File: config.mk
export PLATFORM = sky130hd
export DESIGN_NAME = crx_flag_irq
export DESIGN_NICKNAME = d
export VERILOG_FILES = /design/src/inc/crx_pkg.sv /design/src/hdl/crx_flag_irq.sv
export SDC_FILE = /design/constraint.sdc
export NUM_CORES = 1
export LEC_CHECK = 0
export BUFFER_PORTS_ARGS = -buffer_cell sky130_fd_sc_hd__buf_2
export CORE_MARGIN = 2
export CORE_UTILIZATION = 41
export CTS_BUF_LIST = sky130_fd_sc_hd__clkbuf_8
export DETAILED_ROUTE_END_ITERATION = 7
export GPL_TIMING_DRIVEN = 0
export MAX_ROUTING_LAYER = met4
export PLACE_DENSITY = 0.81
export SKIP_CTS_REPAIR_TIMING = 1
export SLEW_MARGIN = 20
export SYNTH_ARGS = -nofsm -noshare
export SYNTH_HDL_FRONTEND = slang
export SYNTH_SLANG_ARGS = --single-unit
export TNS_END_PERCENT = 20
File: constraint.sdc
create_clock -name ref_clk -period 1.9 [get_ports ref_clk]
set_input_delay 0.095 -clock ref_clk [delete_from_list [all_inputs] [get_ports ref_clk]]
set_output_delay 0.095 -clock ref_clk [all_outputs]
set_load 0.05 [all_outputs]
File: src/inc/crx_pkg.sv
// Constants, register layout and carrier types for the receive flag and enable block
package crx_pkg;
  // Register indexes; byte address is four times the index
  localparam logic [7:0] FLAG_IDX = 8'h04;
  localparam logic [7:0] IRQ_EN_IDX = 8'h05;
  localparam logic [7:0] FLAG_ADDR = {FLAG_IDX[5:0], 2'b00};
  localparam logic [7:0] IRQ_EN_ADDR = {IRQ_EN_IDX[5:0], 2'b00};

  // Bit positions shared by the flag register and the enable register
  localparam int WAKE_BIT = 7;
  localparam int SC_BIT = 6;
  localparam int RX_CODE_LO = 4;
  localparam int TX_CODE_LO = 2;
  localparam int OVR_BIT = 1;
  localparam int RXF_BIT = 0;

  localparam logic [7:0] FLAG_RESET = 8'h00;
  localparam logic [7:0] IRQ_EN_RESET = 8'h00;
  localparam logic [31:0] RDATA_IDLE = 32'h0000_0000;

  // Bus-state codes
  localparam logic [1:0] ST_OK = 2'h0;
  localparam logic [1:0] ST_WARN = 2'h1;
  localparam logic [1:0] ST_PASSIVE = 2'h2;
  localparam logic [1:0] ST_BUSOFF = 2'h3;

  // Sensitivity codes for status-change reporting
  localparam logic [1:0] SENS_NONE = 2'h0;
  localparam logic [1:0] SENS_BUSOFF = 2'h1;
  localparam logic [1:0] SENS_PASSIVE = 2'h2;
  localparam logic [1:0] SENS_ALL = 2'h3;

  // Error counter thresholds
  localparam logic [8:0] WARN_LIMIT = 9'h060;
  localparam logic [8:0] PASSIVE_LIMIT = 9'h080;
  localparam logic [8:0] BUSOFF_LIMIT = 9'h0FF;

  typedef struct packed {
    logic wake_irq_enable;
    logic status_change_irq_enable;
    logic [1:0] rx_state_sensitivity;
    logic [1:0] tx_state_sensitivity;
    logic overrun_irq_enable;
    logic rx_full_irq_enable;
  } crx_irq_en_t;

  typedef struct packed {
    logic psel;
    logic penable;
    logic pwrite;
    logic [7:0] paddr;
    logic [31:0] pwdata;
  } crx_apb_req_t;
endpackage

File: src/hdl/crx_flag_irq.sv
// Receive-side status flags, bus-state codes and interrupt enables with APB access
//
// Notes on behaviour
// - Write one clears flag; state codes read-only
// - Clear ignored while setting condition persists
// - Flag writes dropped during initialization mode
// - Flags held at reset in acknowledged init
// - State codes keep tracking during initialization
// - Wake flag: bus activity in sleep, enabled
// - Status-change flag set on bus-state change
// - State codes frozen while status-change flag pending
// - Receiver code OK below 96 errors
// - Transmitter code OK below 96 errors
// - Receiver shows bus-off with transmitter bus-off
// - Overrun flag set on receive overrun
// - Receive-full flag set on good message shift
// - Set receive-full blocks next foreground shift
// - Interrupt only when flag and enable set
// - Enable register layout, all reset zero
// - Receiver sensitivity selects reported changes
// - Transmitter sensitivity selects reported changes
// - Enables reset in init; sensitivities kept
//
// Local design decision: register access over APB.
`timescale 1ns/100ps
module crx_flag_irq (
  input wire logic ref_clk,
  input wire logic rst,
  input wire logic psel,
  input wire logic penable,
  input wire logic pwrite,
  input wire logic [7:0] paddr,
  input wire logic [31:0] pwdata,
  output logic [31:0] prdata,
  output logic pready,
  output logic pslverr,
  input wire logic init_request,
  input wire logic init_acknowledge,
  input wire logic sleep_mode,
  input wire logic bus_activity,
  input wire logic wake_detect_enable,
  input wire logic overrun_event,
  input wire logic rx_msg_shift,
  input wire logic [8:0] tx_error_count,
  input wire logic [7:0] rx_error_count,
  output logic wake_irq,
  output logic error_irq,
  output logic rx_irq,
  output logic rx_shift_hold
);

  crx_pkg::crx_apb_req_t req;
  crx_pkg::crx_irq_en_t irq_en;
  logic wake_flag;
  logic status_change_flag;
  logic overrun_flag;
  logic [1:0] rx_state_code;
  logic [1:0] tx_state_code;
  logic [1:0] next_rx_code;
  logic [1:0] next_tx_code;
  logic in_init;
  logic init_idle;
  logic access;
  logic wr_done;
  logic wr_flag;
  logic wr_en;
  logic wake_cond;
  logic sc_cond;
  logic [7:0] flag_view;

  assign req = '{psel, penable, pwrite, paddr, pwdata};
  assign in_init = init_request & init_acknowledge;
  assign init_idle = ~init_request & ~init_acknowledge;
  assign access = req.psel & req.penable;
  assign wr_done = access & pready & req.pwrite;
  assign wr_flag = wr_done & (req.paddr == crx_pkg::FLAG_ADDR) & init_idle;
  assign wr_en = wr_done & (req.paddr == crx_pkg::IRQ_EN_ADDR) & init_idle;

  // Actual bus state from the error counters
  always_comb begin
    if (tx_error_count < crx_pkg::WARN_LIMIT) begin
      next_tx_code = crx_pkg::ST_OK;
    end else if (tx_error_count < crx_pkg::PASSIVE_LIMIT) begin
      next_tx_code = crx_pkg::ST_WARN;
    end else if (tx_error_count <= crx_pkg::BUSOFF_LIMIT) begin
      next_tx_code = crx_pkg::ST_PASSIVE;
    end else begin
      next_tx_code = crx_pkg::ST_BUSOFF;
    end
    // Receiver has no bus-off of its own; it mirrors the transmitter
    if (tx_error_count > crx_pkg::BUSOFF_LIMIT) begin
      next_rx_code = crx_pkg::ST_BUSOFF;
    end else if ({1'b0, rx_error_count} < crx_pkg::WARN_LIMIT) begin
      next_rx_code = crx_pkg::ST_OK;
    end else if ({1'b0, rx_error_count} < crx_pkg::PASSIVE_LIMIT) begin
      next_rx_code = crx_pkg::ST_WARN;
    end else begin
      next_rx_code = crx_pkg::ST_PASSIVE;
    end
  end

  function automatic logic sens_hit(
    input logic [1:0] sens,
    input logic [1:0] old_code,
    input logic [1:0] new_code
  );
    logic hit;
    hit = 1'b0;
    case (sens)
      crx_pkg::SENS_NONE: hit = 1'b0;
      crx_pkg::SENS_BUSOFF: begin
        hit = (old_code == crx_pkg::ST_BUSOFF) | (new_code == crx_pkg::ST_BUSOFF);
      end
      crx_pkg::SENS_PASSIVE: begin
        hit = (old_code[1] | new_code[1]) & (old_code[1] != new_code[1] | old_code != new_code);
        hit = hit & (old_code[1] | new_code[1]);
      end
      default: hit = (old_code != new_code);
    endcase
    return hit & (old_code != new_code);
  endfunction

  assign sc_cond = ~status_change_flag & (
    sens_hit(irq_en.rx_state_sensitivity, rx_state_code, next_rx_code) |
    sens_hit(irq_en.tx_state_sensitivity, tx_state_code, next_tx_code));
  assign wake_cond = sleep_mode & bus_activity & wake_detect_enable;

  // Displayed codes only follow while no status change is pending; init does not touch them
  always_ff @(posedge ref_clk) begin
    if (rst) begin
      rx_state_code <= crx_pkg::ST_OK;
      tx_state_code <= crx_pkg::ST_OK;
    end else if (!status_change_flag) begin
      rx_state_code <= next_rx_code;
      tx_state_code <= next_tx_code;
    end
  end

  // Sticky flags: set wins over a write-one clear, so a live condition keeps its flag
  always_ff @(posedge ref_clk) begin
    if (rst || in_init) begin
      wake_flag <= crx_pkg::FLAG_RESET[crx_pkg::WAKE_BIT];
      status_change_flag <= crx_pkg::FLAG_RESET[crx_pkg::SC_BIT];
      overrun_flag <= crx_pkg::FLAG_RESET[crx_pkg::OVR_BIT];
      rx_shift_hold <= crx_pkg::FLAG_RESET[crx_pkg::RXF_BIT];
    end else begin
      if (wake_cond) begin
        wake_flag <= 1'b1;
      end else if (wr_flag && req.pwdata[crx_pkg::WAKE_BIT]) begin
        wake_flag <= 1'b0;
      end
      if (sc_cond) begin
        status_change_flag <= 1'b1;
      end else if (wr_flag && req.pwdata[crx_pkg::SC_BIT]) begin
        status_change_flag <= 1'b0;
      end
      if (overrun_event) begin
        overrun_flag <= 1'b1;
      end else if (wr_flag && req.pwdata[crx_pkg::OVR_BIT]) begin
        overrun_flag <= 1'b0;
      end
      // The flag itself is the hold that stops the next foreground shift
      if (rx_msg_shift) begin
        rx_shift_hold <= 1'b1;
      end else if (wr_flag && req.pwdata[crx_pkg::RXF_BIT]) begin
        rx_shift_hold <= 1'b0;
      end
    end
  end

  // Enable register; sensitivity fields survive initialization
  always_ff @(posedge ref_clk) begin
    if (rst) begin
      irq_en <= crx_pkg::IRQ_EN_RESET;
    end else if (in_init) begin
      irq_en.wake_irq_enable <= 1'b0;
      irq_en.status_change_irq_enable <= 1'b0;
      irq_en.overrun_irq_enable <= 1'b0;
      irq_en.rx_full_irq_enable <= 1'b0;
    end else if (wr_en) begin
      irq_en <= req.pwdata[7:0];
    end
  end

  always_ff @(posedge ref_clk) begin
    if (rst) begin
      wake_irq <= 1'b0;
      error_irq <= 1'b0;
      rx_irq <= 1'b0;
    end else begin
      wake_irq <= wake_flag & irq_en.wake_irq_enable;
      error_irq <= (status_change_flag & irq_en.status_change_irq_enable) |
        (overrun_flag & irq_en.overrun_irq_enable);
      rx_irq <= rx_shift_hold & irq_en.rx_full_irq_enable;
    end
  end

  assign flag_view = {wake_flag, status_change_flag, rx_state_code, tx_state_code,
    overrun_flag, rx_shift_hold};

  // One wait state: pready rises in the second access cycle
  always_ff @(posedge ref_clk) begin
    if (rst) begin
      pready <= 1'b0;
      pslverr <= 1'b0;
      prdata <= crx_pkg::RDATA_IDLE;
    end else if (access && !pready) begin
      pready <= 1'b1;
      pslverr <= (req.paddr != crx_pkg::FLAG_ADDR) && (req.paddr != crx_pkg::IRQ_EN_ADDR);
      if (!req.pwrite && req.paddr == crx_pkg::FLAG_ADDR) begin
        prdata <= {24'h00_0000, flag_view};
      end else if (!req.pwrite && req.paddr == crx_pkg::IRQ_EN_ADDR) begin
        prdata <= {24'h00_0000, irq_en};
      end else begin
        prdata <= crx_pkg::RDATA_IDLE;
      end
    end else begin
      pready <= 1'b0;
      pslverr <= 1'b0;
      prdata <= crx_pkg::RDATA_IDLE;
    end
  end
endmodule // crx_flag_irq

## After elaboration in Yosys (flattened, before gate mapping)

Index checks and enable logic that the tools add are counted.

| storage, ports and cells | value |
|---|---|
| memory bits (writable) | 0 |
| latch bits | 0 |
| word-level logic and storage cells | 116 |
| input port bits | 69 |
| memories kept | 0 |
| register bits | 53 |
| bits in read-only memories | 0 |
| output and inout port bits | 38 |

| cells by class | value |
|---|---|
| magnitude comparators | 6 |
| add/sub/neg operators | 0 |
| shifts and indexed selects | 0 |
| reductions and logical operators | 21 |
| eq/ne operators | 16 |
| bitwise operators | 35 |
| div/mod/pow operators | 0 |
| mux-type cells | 19 |
| multiply operators | 0 |

Operators by type and width:

| kind | count |
|---|---|
| $and 1x1->1 | 22 |
| $eq 8x5->1 const B | 2 |
| $mux 8 | 2 |
| $ne 8x5->1 const B | 2 |
| $eq 2x2->1 const B | 6 |
| $mux 1 | 10 |
| $mux 2 | 5 |
| $gt 9x8->1 const B | 1 |
| $le 9x8->1 const B | 1 |
| $lt 9x7->1 const B | 1 |
| $lt 9x8->1 const B | 1 |
| $logic_and 1x1->1 | 8 |
| $lt 8x7->1 const B | 1 |
| $lt 8x8->1 const B | 1 |
| $or 1x1->1 | 8 |
| $reduce_bool 2->1 | 4 |
| $pmux 1 s3 | 2 |
| $not 1->1 | 5 |
| $eq 2x1->1 const B | 2 |
| $logic_not 2->1 | 2 |
| $ne 2x2->1 | 2 |
| $reduce_or 2->1 | 2 |
| $reduce_or 3->1 | 1 |
| $logic_not 1->1 | 2 |
| other kinds (3) | 4 |

## Depth between registers and ports, before layout

Gate-level depths: netlist (run 1).

| depth | value |
|---|---|
| word-level depth | 13 |
| depth in mapped cells | 7 |
| mapped depth without buffers | 6 |

## Worst setup path after synthesis (run 1)

No wires, ideal clock.

| path | value |
|---|---|
| kind | reg-to-reg |
| from | register pready |
| to | register status_change_flag |
| slack | 0.314 ns |
| data required time | 1.777 ns |
| cell stages (with the launch flop) | 6 |
| library setup time | 0.123 ns |
| clock period less this slack | 1.586 ns |
| data arrival time | 1.463 ns |
| path through | dfxtp_1 > nor4bb_1 > and4_1 > buf_6 > a41o_1 > a21oi_1 |

| between the ends | value |
|---|---|
| word-level cells in the longest chain between the ends | 6 |

Ends and longest elaborated chain:

| element | line | RTL |
|---|---|---|
| from (decl) | crx_flag_irq.sv:35 | `output logic pready,` |
| from (signal assigned) | crx_flag_irq.sv:204 | `pready <= 1'b0;` |
| from (signal assigned) | crx_flag_irq.sv:208 | `pready <= 1'b1;` |
| from (signal assigned) | crx_flag_irq.sv:218 | `pready <= 1'b0;` |
| $and 1x1->1 (2 in a row) | crx_flag_irq.sv:75 | `assign wr_done = access & pready & req.pwrite;` |
| $and 1x1->1 (2 in a row) | crx_flag_irq.sv:76 | `assign wr_flag = wr_done & (req.paddr == crx_pkg::FLAG_ADDR) & init_idle;` |
| $logic_and 1x1->1 | crx_flag_irq.sv:154 | `end else if (wr_flag && req.pwdata[crx_pkg::SC_BIT]) begin` |
| $reduce_bool 2->1 (no line) | n/a |  |
| to (signal assigned) | crx_flag_irq.sv:143 | `status_change_flag <= crx_pkg::FLAG_RESET[crx_pkg::SC_BIT];` |
| to (decl) | crx_flag_irq.sv:55 | `logic status_change_flag;` |

Every way passes these cells.
A chain may end at the register's enable or synchronous reset.

## Worst setup path after layout (run 1)

| path | value |
|---|---|
| from | register tx_state_code[1] |
| to | register status_change_flag |

| between the ends | value |
|---|---|
| word-level cells in the longest chain between the ends | 9 |

Ends and longest elaborated chain:

| element | line | RTL |
|---|---|---|
| from (decl) | crx_flag_irq.sv:58 | `logic [1:0] tx_state_code;` |
| from (signal assigned) | crx_flag_irq.sv:132 | `tx_state_code <= crx_pkg::ST_OK;` |
| from (signal assigned) | crx_flag_irq.sv:135 | `tx_state_code <= next_tx_code;` |
| $ne 2x2->1 or $ne 1x1->1 (tied branches) | crx_flag_irq.sv:115, crx_flag_irq.sv:118, crx_flag_irq.sv:120 |  |
| $or 1x1->1 | crx_flag_irq.sv:115 | `hit = (old_code[1] \| new_code[1]) & (old_code[1] != new_code[1] \| old_code != new_code);` |
| $and 1x1->1 | crx_flag_irq.sv:115 |  |
| $and 1x1->1 | crx_flag_irq.sv:116 | `hit = hit & (old_code[1] \| new_code[1]);` |
| $pmux 1 s3 | crx_flag_irq.sv:109 | `case (sens)` |
| $and 1x1->1 (*) | crx_flag_irq.sv:120 | `return hit & (old_code != new_code);` |
| $or 1x1->1 (*) | crx_flag_irq.sv:124 | `sens_hit(irq_en.rx_state_sensitivity, rx_state_code, next_rx_code) \|` |
| $and 1x1->1 (*) | crx_flag_irq.sv:123 | `assign sc_cond = ~status_change_flag & (` |
| $mux 1 or $reduce_bool 2->1 (tied branches) | n/a |  |

Mark *: on every way between the ends. The rest lies on a longest branch, timed or not.

==> results of run 1 <==
## synthesized netlist by cell type, types with 5 or more instances
master | number | share of area [%]
a21oi_1 | 12 | 4.1
a31oi_1 | 5 | 2.2
buf_4 | 25 | 13
dfxtp_1 | 29 | 40
inv_1 | 5 | 1.3
mux2i_1 | 8 | 5.5
nand3_1 | 9 | 3.1
nor2_1 | 19 | 4.9
nor3_1 | 5 | 1.7
o21ai_0 | 11 | 3.8
## final cells by class
type	instances	area [um2]
flip-flops and latches	29	581
repair buffers	47	235
clock inverters	3	13.8
well taps	46	57.6
multi-input cells	125	726
clock buffers	5	68.8
plain buffers	30	215
fillers	324	1450
inverters	5	18.8
## routing by layer
layer  wire length [um]  global-route usage, %  up-vias
met5                  0                      -        -
met4                 40                   8.15        0
met3                242                   5.36        4
met2               1460                   25.3       55
met1               1260                   17.8      584
li1                   -                      -      692
## layout by cell type (no fill, tap or decap), types with 2 or more instances in the layout
master / Yosys / final
buf_2: 1 / 48
nor4bb_1: 2 / 2
buf_4: 25 / 25
nor3_1: 5 / 5
a21oi_1: 12 / 12
clkinv_2: 0 / 2
nand2_1: 3 / 3
conb_1: 1 / 24
nand3_1: 9 / 9
clkbuf_1: 3 / 3
nor2b_1: 3 / 3
clkbuf_8: 0 / 5
dfxtp_1: 29 / 29
a21o_1: 3 / 3
nor2_1: 19 / 19
inv_1: 5 / 6
o21ai_0: 11 / 11
a31oi_1: 5 / 5
mux2i_1: 8 / 8
## sequential cells by signal, indices dropped and copies added, names as in the netlist, 2 cells and up
name           cells
rx_state_code      2
tx_state_code      2
prdata             8
irq_en             8
## kinds of logic (layout without fill, tap and decap cells)
group	after synthesis	in the layout	synth area share [%]
adder cells (fa/ha/maj)	1	1	0.860
flip-flops	29	29	39.9
AND/OR/NAND/NOR	54	54	21.6
buffers and inverters	35	90	16.1
multiplexers	8	8	5.51
other	1	24	0.258
AO/OA/AOI/OAI	38	38	15.7
## stage by stage
stage          hold slack, ns  area, um2  cells
6_report               0.0171       1920    290
5_1_grt               0.00508       1920    290
4_1_cts               0.00898       1920    290
3_5_place_dp            0.310       1830    282
3_3_place_gp            0.299       1830    282
2_1_floorplan           0.174       1540    189
## path summary, 6_finish.rpt
path                                       start  depth (start not counted)            endpoint  slack [ns]
worst max-delay path            tx_state_code[1]                          5  status_change_flag        0.41
worst min register to register         irq_en[7]                          2            wake_irq        0.44
worst max register to register  tx_state_code[1]                          5  status_change_flag        0.41
worst min-delay path                   pwdata[0]                          2       rx_shift_hold        0.02
## power groups by stage
stage	Clock [mW]	Sequential, mW	Combinational [mW]
global route	0.516	0.633	0.289
global placement	0	0.644	0.266
detailed placement	0	0.644	0.268
CTS	0.480	0.631	0.268
finish	0.466	0.631	0.270
floorplan	0	0.652	0.200
==> flow_summary.ini, run 1 <==
[outcome]
result_of_the_run = finished, final reports clean

[power_and_ir_drop]
power.ir.vdd_worst_mv = 0.234
power.density_mw_per_mm2 = 714
comb_pwr_share_pct = 19.7
sequentialPowerShare_pct = 46.2
p_int_mw = 0.959
total_leakage_power_nw = 0.949
sum_of_internal_switching_and_leakage_power_mw = 1.37
swShare_pct = 29.9
total_switching_power_mw = 0.409
clockPowerShare_pct = 34.1

[sta]
setup_slack_of_the_critical_path_after_layout_ns = 0.410
rsz_0062_raised_after_global_routing = no
setup_tns_ns = 0
layout_min_cycle_time_ns = 1.49
number_of_slew_limit_violations_in_the_final_report = 0
peak_clock_frequency_supported_by_timing_mhz = 671
finalSetupViolCount = 0
skew_ns = 0.00461
final.period_utilization_pct = 78.4
final-hold-violation-count = 0

[route]
routed-via-count = 1335
dr.first_iter.drc_count = 62
drcViolationCount = 0
detail_route.first_pass.iterations = 4
routed_wire_length_per_instance_um = 10.3
vias_per_cell = 4.60
drt.antenna.violating_nets = 0
route.final.wire_length_um = 3000

[grt]
first_pass_grt_wire_length_um = 4830
groute.usage.overall_pct = 15.9
number_of_global_route_vias_before_repair = 1155
grt_max_degree = 11
overflow = 0
antenna_found_initial = 0

[clocking]
cts_buffers = 5
tritoncts_num_sinks = 29
ctsLongestPathBuffers = 2
clock_tree_from_tritoncts = built
root_buffer_selected_by_cts = clkbuf_8
insertion_delay_ns = 0.28
clock_tree.htree_level_count = 2
clkSlewWorstSetupHoldPaths_ns = 0.06

[synth]
synth.yosys.warnings = 0
synth.yosys.seq_area_share_pct = 39.9
post_synth_inst_count = 166
asyncSetResetFlopFracSynth_pct = 0
synth-main-ff-cell = dfxtp_1
syn-mean-instance-area_um2 = 8.76
mappedNetlistArea_mm2 = 0.00145
count_of_flip_flops_with_a_built_in_enable_after_synthesis = 0
ys_seq_elements = 29
synth.distinct_cells = 39

[die]
floorplan.io_pins = 107
placeable_core_region_mm2 = 0.00336
die-width_um = 63.6
start_util_pct = 43.2
die-height_um = 63.6
rows = 21
design.die.area_mm2 = 0.00404

[worst_setup_path]
timing.critical_path.max_delay_family = simple AND/OR/NAND/NOR gates
critPathCaptureType = register
critical_path_required_ns = 2.06
critPathArrivalTime_ns = 1.65
timing.setup.critical_path_class = reg2reg
worstPathBufferInverterCount = 1
cp-start-kind = register
critical_path.max_stage_delay_ns = 0.46
worstPathCellList = inv_1 -> ha_1 -> or4_1 -> o2111ai_1 -> a21oi_1
crit_slowest_cell = or4_1
timing.critical_path.fanout_max = 4

[finish]
layout.core_utilization_pct = 57.0
number_of_antenna_diodes = 0
syn_to_final_growth_pct = 31.8
layout-drive-gt1-share_pct = 35.2
nets = 313

[run]
max_cap_violations = 0

[placed_design]
dp_hpwl_um = 2300
buffer_ports.inserted = 47
gp_congestion = 0.781
detailedPlace.worstSlack_ns = 0.220

[worst_hold_path]
min_path_type = in2reg
Power figures use the tool's default switching activity.
==> run 2, diff against run 1 <==
ABC_AREA = 1   (was not set)
CORE_UTILIZATION = 42   (was 41)
PLACE_DENSITY = 0.82   (was 0.81)
clock period = 1.5 ns   (was 1.9 ns; I/O delays follow)
==> flow_summary.ini, run 2 <==
[outcome]
result_of_the_run = finished, final reports clean

[synth]
mappedNetlistArea_mm2 = 0.00148
synth.yosys.seq_area_share_pct = 39.2
ys_seq_elements = 29
synth.yosys.warnings = 0
asyncSetResetFlopFracSynth_pct = 0
synthDominantAreaCellType = dfxtp_1
synth-main-ff-cell = dfxtp_1
synth.distinct_cells = 19
syn-mean-instance-area_um2 = 6.99
count_of_flip_flops_with_a_built_in_enable_after_synthesis = 0
post_synth_inst_count = 212
cell_with_the_most_instances_after_synthesis = nand2_1
netlist.area_leader.share_pct = 39.2
netlist_top_cells_area = dfxtp_1 (39%), buf_4 (12%), nand2_1 (9.9%)
netlist_top_cells_count = nand2_1 (39), nor2_1 (30), dfxtp_1 (29)

[finish]
layout-drive-gt1-share_pct = 29.7
nets = 359
leading_cell_type_in_the_layout_fill_and_taps_excluded = buf_2
number_of_antenna_diodes = 0
biggestRegsByFlops = irq_en: 8 flops, prdata: 8 flops
highest_count_cells_in_the_layout_ignoring_fill_and_taps = buf_2 (48), nand2_1 (39), nor2_1 (30)
syn_to_final_growth_pct = 32.2

[die]
rows = 21
start_util_pct = 44.0
die-width_um = 63.4
design.die.area_mm2 = 0.00402
placeable_core_region_mm2 = 0.00336
floorplan.io_pins = 107
die-height_um = 63.4

[worst_setup_path]
timing.critical_path.fanout_max = 8
critical_path_required_ns = 1.67
crit_slowest_cell = dfxtp_2
critPathArrivalTime_ns = 1.49
regToRegEndpoint = irq_en[5]
worstPathCellList = nand3_2 -> nor2_4 -> nand3_1 -> o21ai_0 -> nor2_1
r2r_cells = 5
cp-start-kind = register
critical_path.max_stage_delay_ns = 0.38
critPathCaptureType = register
crit-reg2reg-launch = pready
timing.setup.critical_path_class = reg2reg
regToRegSetupSlack_ns = 0.18

[worst_hold_path]
timing.hold.worst_path_depth = 3
worstHoldEndpoint = rx_shift_hold
holdCritStartpoint = rx_msg_shift
min_path_type = in2reg

[grt]
use_met3_pct = 5.36
grt.met1_usage_pct = 20.7
overflow = 0
groute.usage.overall_pct = 16.9
grt.met2_usage_pct = 26.2
first_pass_grt_wire_length_um = 5150
grt_max_degree = 11
antenna_found_initial = 0
number_of_global_route_vias_before_repair = 1244
grt-busiest-layer = met2

[clocking]
clock_tree_from_tritoncts = built
clock_tree.htree_level_count = 2
clkSlewWorstSetupHoldPaths_ns = 0.07
root_buffer_selected_by_cts = clkbuf_8
cts_buffers = 5
ctsLongestPathBuffers = 2
tritoncts_num_sinks = 29
insertion_delay_ns = 0.28

[placed_design]
dp_hpwl_um = 2510
detailedPlace.worstSlack_ns = 0.188
gp_congestion = 0.847
buffer_ports.inserted = 47

[run]
max_cap_violations = 0

[route]
detail_route.first_pass.iterations = 4
vias_per_cell = 4.21
route.final.wire_length_um = 3140
routed_wire_length_per_instance_um = 9.35
routed-via-count = 1416
drcViolationCount = 0
dr.first_iter.drc_count = 53
drt.antenna.violating_nets = 0

[sta]
peak_clock_frequency_supported_by_timing_mhz = 758
setup_slack_of_the_critical_path_after_layout_ns = 0.181
final-hold-violation-count = 0
number_of_slew_limit_violations_in_the_final_report = 0
skew_ns = 0.00922
finalSetupViolCount = 0
layout_min_cycle_time_ns = 1.32
setup_tns_ns = 0
final.period_utilization_pct = 88.0
rsz_0062_raised_after_global_routing = no

[power_and_ir_drop]
power.ir.vdd_worst_mv = 0.429
power.density_mw_per_mm2 = 915
sum_of_internal_switching_and_leakage_power_mw = 1.79
total_leakage_power_nw = 1.05
[run 2: cell types whose count changed after synthesis, sizes merged, moves of 4 or more]
cell and change:
nand2 +36, inv +22, nand3 +14, nor2 +12
mux2i -8, a31oi -5, o21ai +4
[run 2: worst max path at each step]
| stage | from | to | slack [ns] | cells past startpoint |
|---|---|---|---|---|
| floorplan | pready | irq_en[2] | 0.21 | 5 |
| finish | pready | irq_en[5] | 0.18 | 5 |
| global placement | pready | irq_en[4] | 0.22 | 5 |
| global route | pready | irq_en[5] | 0.09 | 5 |
| CTS | pready | irq_en[2] | 0.17 | 5 |
| detailed placement | pready | irq_en[2] | 0.19 | 5 |
[run 2: report_power, final]
| group | internal [mW] | total [mW] | switching [mW] |
|---|---|---|---|
| combinational | 0.103 | 0.329 | 0.226 |
| sequential | 0.785 | 0.800 | 0.0150 |
| clock | 0.371 | 0.663 | 0.292 |
| total | 1.26 | 1.79 | 0.533 |
[run 2: cells by family after synthesis]
family	count (synthesis)	synth area share, %
AO/OA/AOI/OAI	28	9.46
other	1	0.253
AND/OR/NAND/NOR	101	30.9
flip-flops	29	39.2
buffers and inverters	52	19.3
adder cells (fa/ha/maj)	1	0.844
[run 2: through the flow]
| stage | utilization (%) | area [um2] | hold WS (ns) | std cells |
|---|---|---|---|---|
| 3_5_place_dp | 55.4 | 1860 | 0.298 | 328 |
| 2_1_floorplan | - | 1570 | 0.192 | 235 |
| 6_report | 58.2 | 1960 | 0.00187 | 336 |
| 4_1_cts | 58.2 | 1960 | -0.00189 | 336 |
| 5_1_grt | 58.2 | 1960 | 0.00586 | 336 |
| 3_3_place_gp | 55.4 | 1860 | 0.285 | 328 |
[run 2: per-layer routing]
metal	share of wire [%]	up-vias
li1	-	776
met1	47	586
met2	43	49
met3	8.3	5
met4	1.4	0
met5	0	-
[run 2: critical path: cells and delay by family, from the launching register on]
kind | cells | cell delay [ns]
compound gates | 1 | 0.24
simple gates | 4 | 0.59
flops | 1 | 0.38
[run 2: layout make-up]
cell class	instances	area, um2
clock inverters	2	13.8
repair buffers	47	235
fillers	327	1410
well taps	46	57.6
flip-flops and latches	29	582
plain buffers	25	185
inverters	27	101
multi-input cells	154	701
clock buffers	6	82.6
==> run 3, diff against run 2 <==
RECOVER_POWER = 25   (was not set)
==> flow_summary.ini, run 3 (synthesis gave the netlist of run 2 again) <==
[outcome]
result_of_the_run = finished, final reports clean

[worst_setup_path]
critical_path_required_ns = 1.67
r2r_cells = 5
timing.critical_path.max_delay_family = simple AND/OR/NAND/NOR gates
critPathCaptureType = register
crit-reg2reg-launch = pready
timing.critical_path.depth = 5
worstPathBufferInverterCount = 0
worstPathCellList = nand3_2 -> nor2_4 -> nand3_1 -> o21ai_0 -> nor2_1
critPathArrivalTime_ns = 1.48
cp-start-kind = register
crit_slowest_cell = dfxtp_2
critPathLaunch = pready
timing.critical_path.fanout_max = 8
critical_path.max_stage_delay_ns = 0.36
regToRegSetupSlack_ns = 0.19
timing.setup.critical_path_class = reg2reg

[clocking]
clock_tree.htree_level_count = 2
tritoncts_num_sinks = 29
root_buffer_selected_by_cts = clkbuf_8
cts_buffers = 5
insertion_delay_ns = 0.28
clock_tree_from_tritoncts = built
ctsLongestPathBuffers = 2
clkSlewWorstSetupHoldPaths_ns = 0.07

[sta]
setup_slack_of_the_critical_path_after_layout_ns = 0.194
layout_min_cycle_time_ns = 1.31
setup_tns_ns = 0
final-hold-violation-count = 0
rsz_0062_raised_after_global_routing = no
number_of_slew_limit_violations_in_the_final_report = 0
slew_margin_rel_pct = 60.7
skew_ns = 0.00934
peak_clock_frequency_supported_by_timing_mhz = 766
final.period_utilization_pct = 87.1
finalSetupViolCount = 0
tightestPinTransition_ns = 0.592

[placed_design]
detailedPlace.worstSlack_ns = 0.188
gp_congestion = 0.847
buffer_ports.inserted = 47
dp_hpwl_um = 2510
placed_cells_incl_taps = 328

[grt]
grt_max_degree = 11
antenna_found_initial = 0
overflow = 0
first_pass_grt_wire_length_um = 5150
groute.usage.overall_pct = 16.9
number_of_global_route_vias_before_repair = 1244

[finish]
biggestRegsByFlops = irq_en: 8 flops, prdata: 8 flops
leading_cell_type_in_the_layout_fill_and_taps_excluded = buf_2
nets = 359
number_of_antenna_diodes = 0
highest_count_cells_in_the_layout_ignoring_fill_and_taps = buf_2 (44), nand2_1 (39), nor2_1 (30)
non_filler_instance_count_after_layout = 336
syn_to_final_growth_pct = 31.4
layout-drive-gt1-share_pct = 28.3

[run]
max_cap_violations = 0

[route]
routed-via-count = 1421
detail_route.first_pass.iterations = 4
drcViolationCount = 0
route.final.wire_length_um = 3140
drt.antenna.violating_nets = 0
dr.first_iter.drc_count = 58
vias_per_cell = 4.23
routed_wire_length_per_instance_um = 9.34

[power_and_ir_drop]
power.density_mw_per_mm2 = 919
power.ir.vdd_worst_mv = 0.428
total_leakage_power_nw = 1.04

[die]
die-height_um = 63.4
rows = 21
placeable_core_region_mm2 = 0.00336
floorplan.io_pins = 107
die-width_um = 63.4
start_util_pct = 44.0
design.die.area_mm2 = 0.00402

[worst_hold_path]
timing.hold.worst_path_depth = 3
holdCritStartpoint = rx_msg_shift
min_path_type = in2reg
-- run 3: worst min-delay path, cell delays in order --
cell and delay (ns):
buf_2 0.07, a21oi_1 0.03, nor2_1 0.07
-- run 3: final timing paths --
kind,end
max reg2reg,irq_en[5]
min reg2reg,rx_irq
max,irq_en[5]
min,rx_shift_hold
-- run 3: final cells by class --
cell class	count	area, um2
repair buffers	47	230
inverters	27	101
fillers	328	1420
plain buffers	25	185
clock inverters	2	13.8
multi-input cells	154	694
well taps	46	57.6
clock buffers	6	82.6
flip-flops and latches	29	582
-- run 3: power breakdown --
| part | switching [mW] | internal, mW |
|---|---|---|
| clock | 0.293 | 0.371 |
| sequential | 0.0142 | 0.785 |
| combinational | 0.225 | 0.103 |
| total | 0.532 | 1.26 |
-- run 3: per-layer routing --
metal / wire (um) / global-route usage, %
met3: 327 / 5.36
met1: 1410 / 20.7
met4: 45 / 6.25
met5: 0 / -
met2: 1350 / 26.2
-- run 3: through the flow --
| step | util (%) | cell area [um2] | power (mW) | hold slack (ns) |
|---|---|---|---|---|
| detailed placement | 55.4 | 1860 | 1.14 | 0.298 |
| floorplan | - | 1570 | 1.07 | 0.192 |
| CTS | 58.2 | 1960 | 1.81 | -0.00189 |
| finish | 57.9 | 1950 | 1.79 | 0.00195 |
| global placement | 55.4 | 1860 | 1.14 | 0.285 |
| global route | 57.9 | 1950 | 1.88 | 0.00586 |
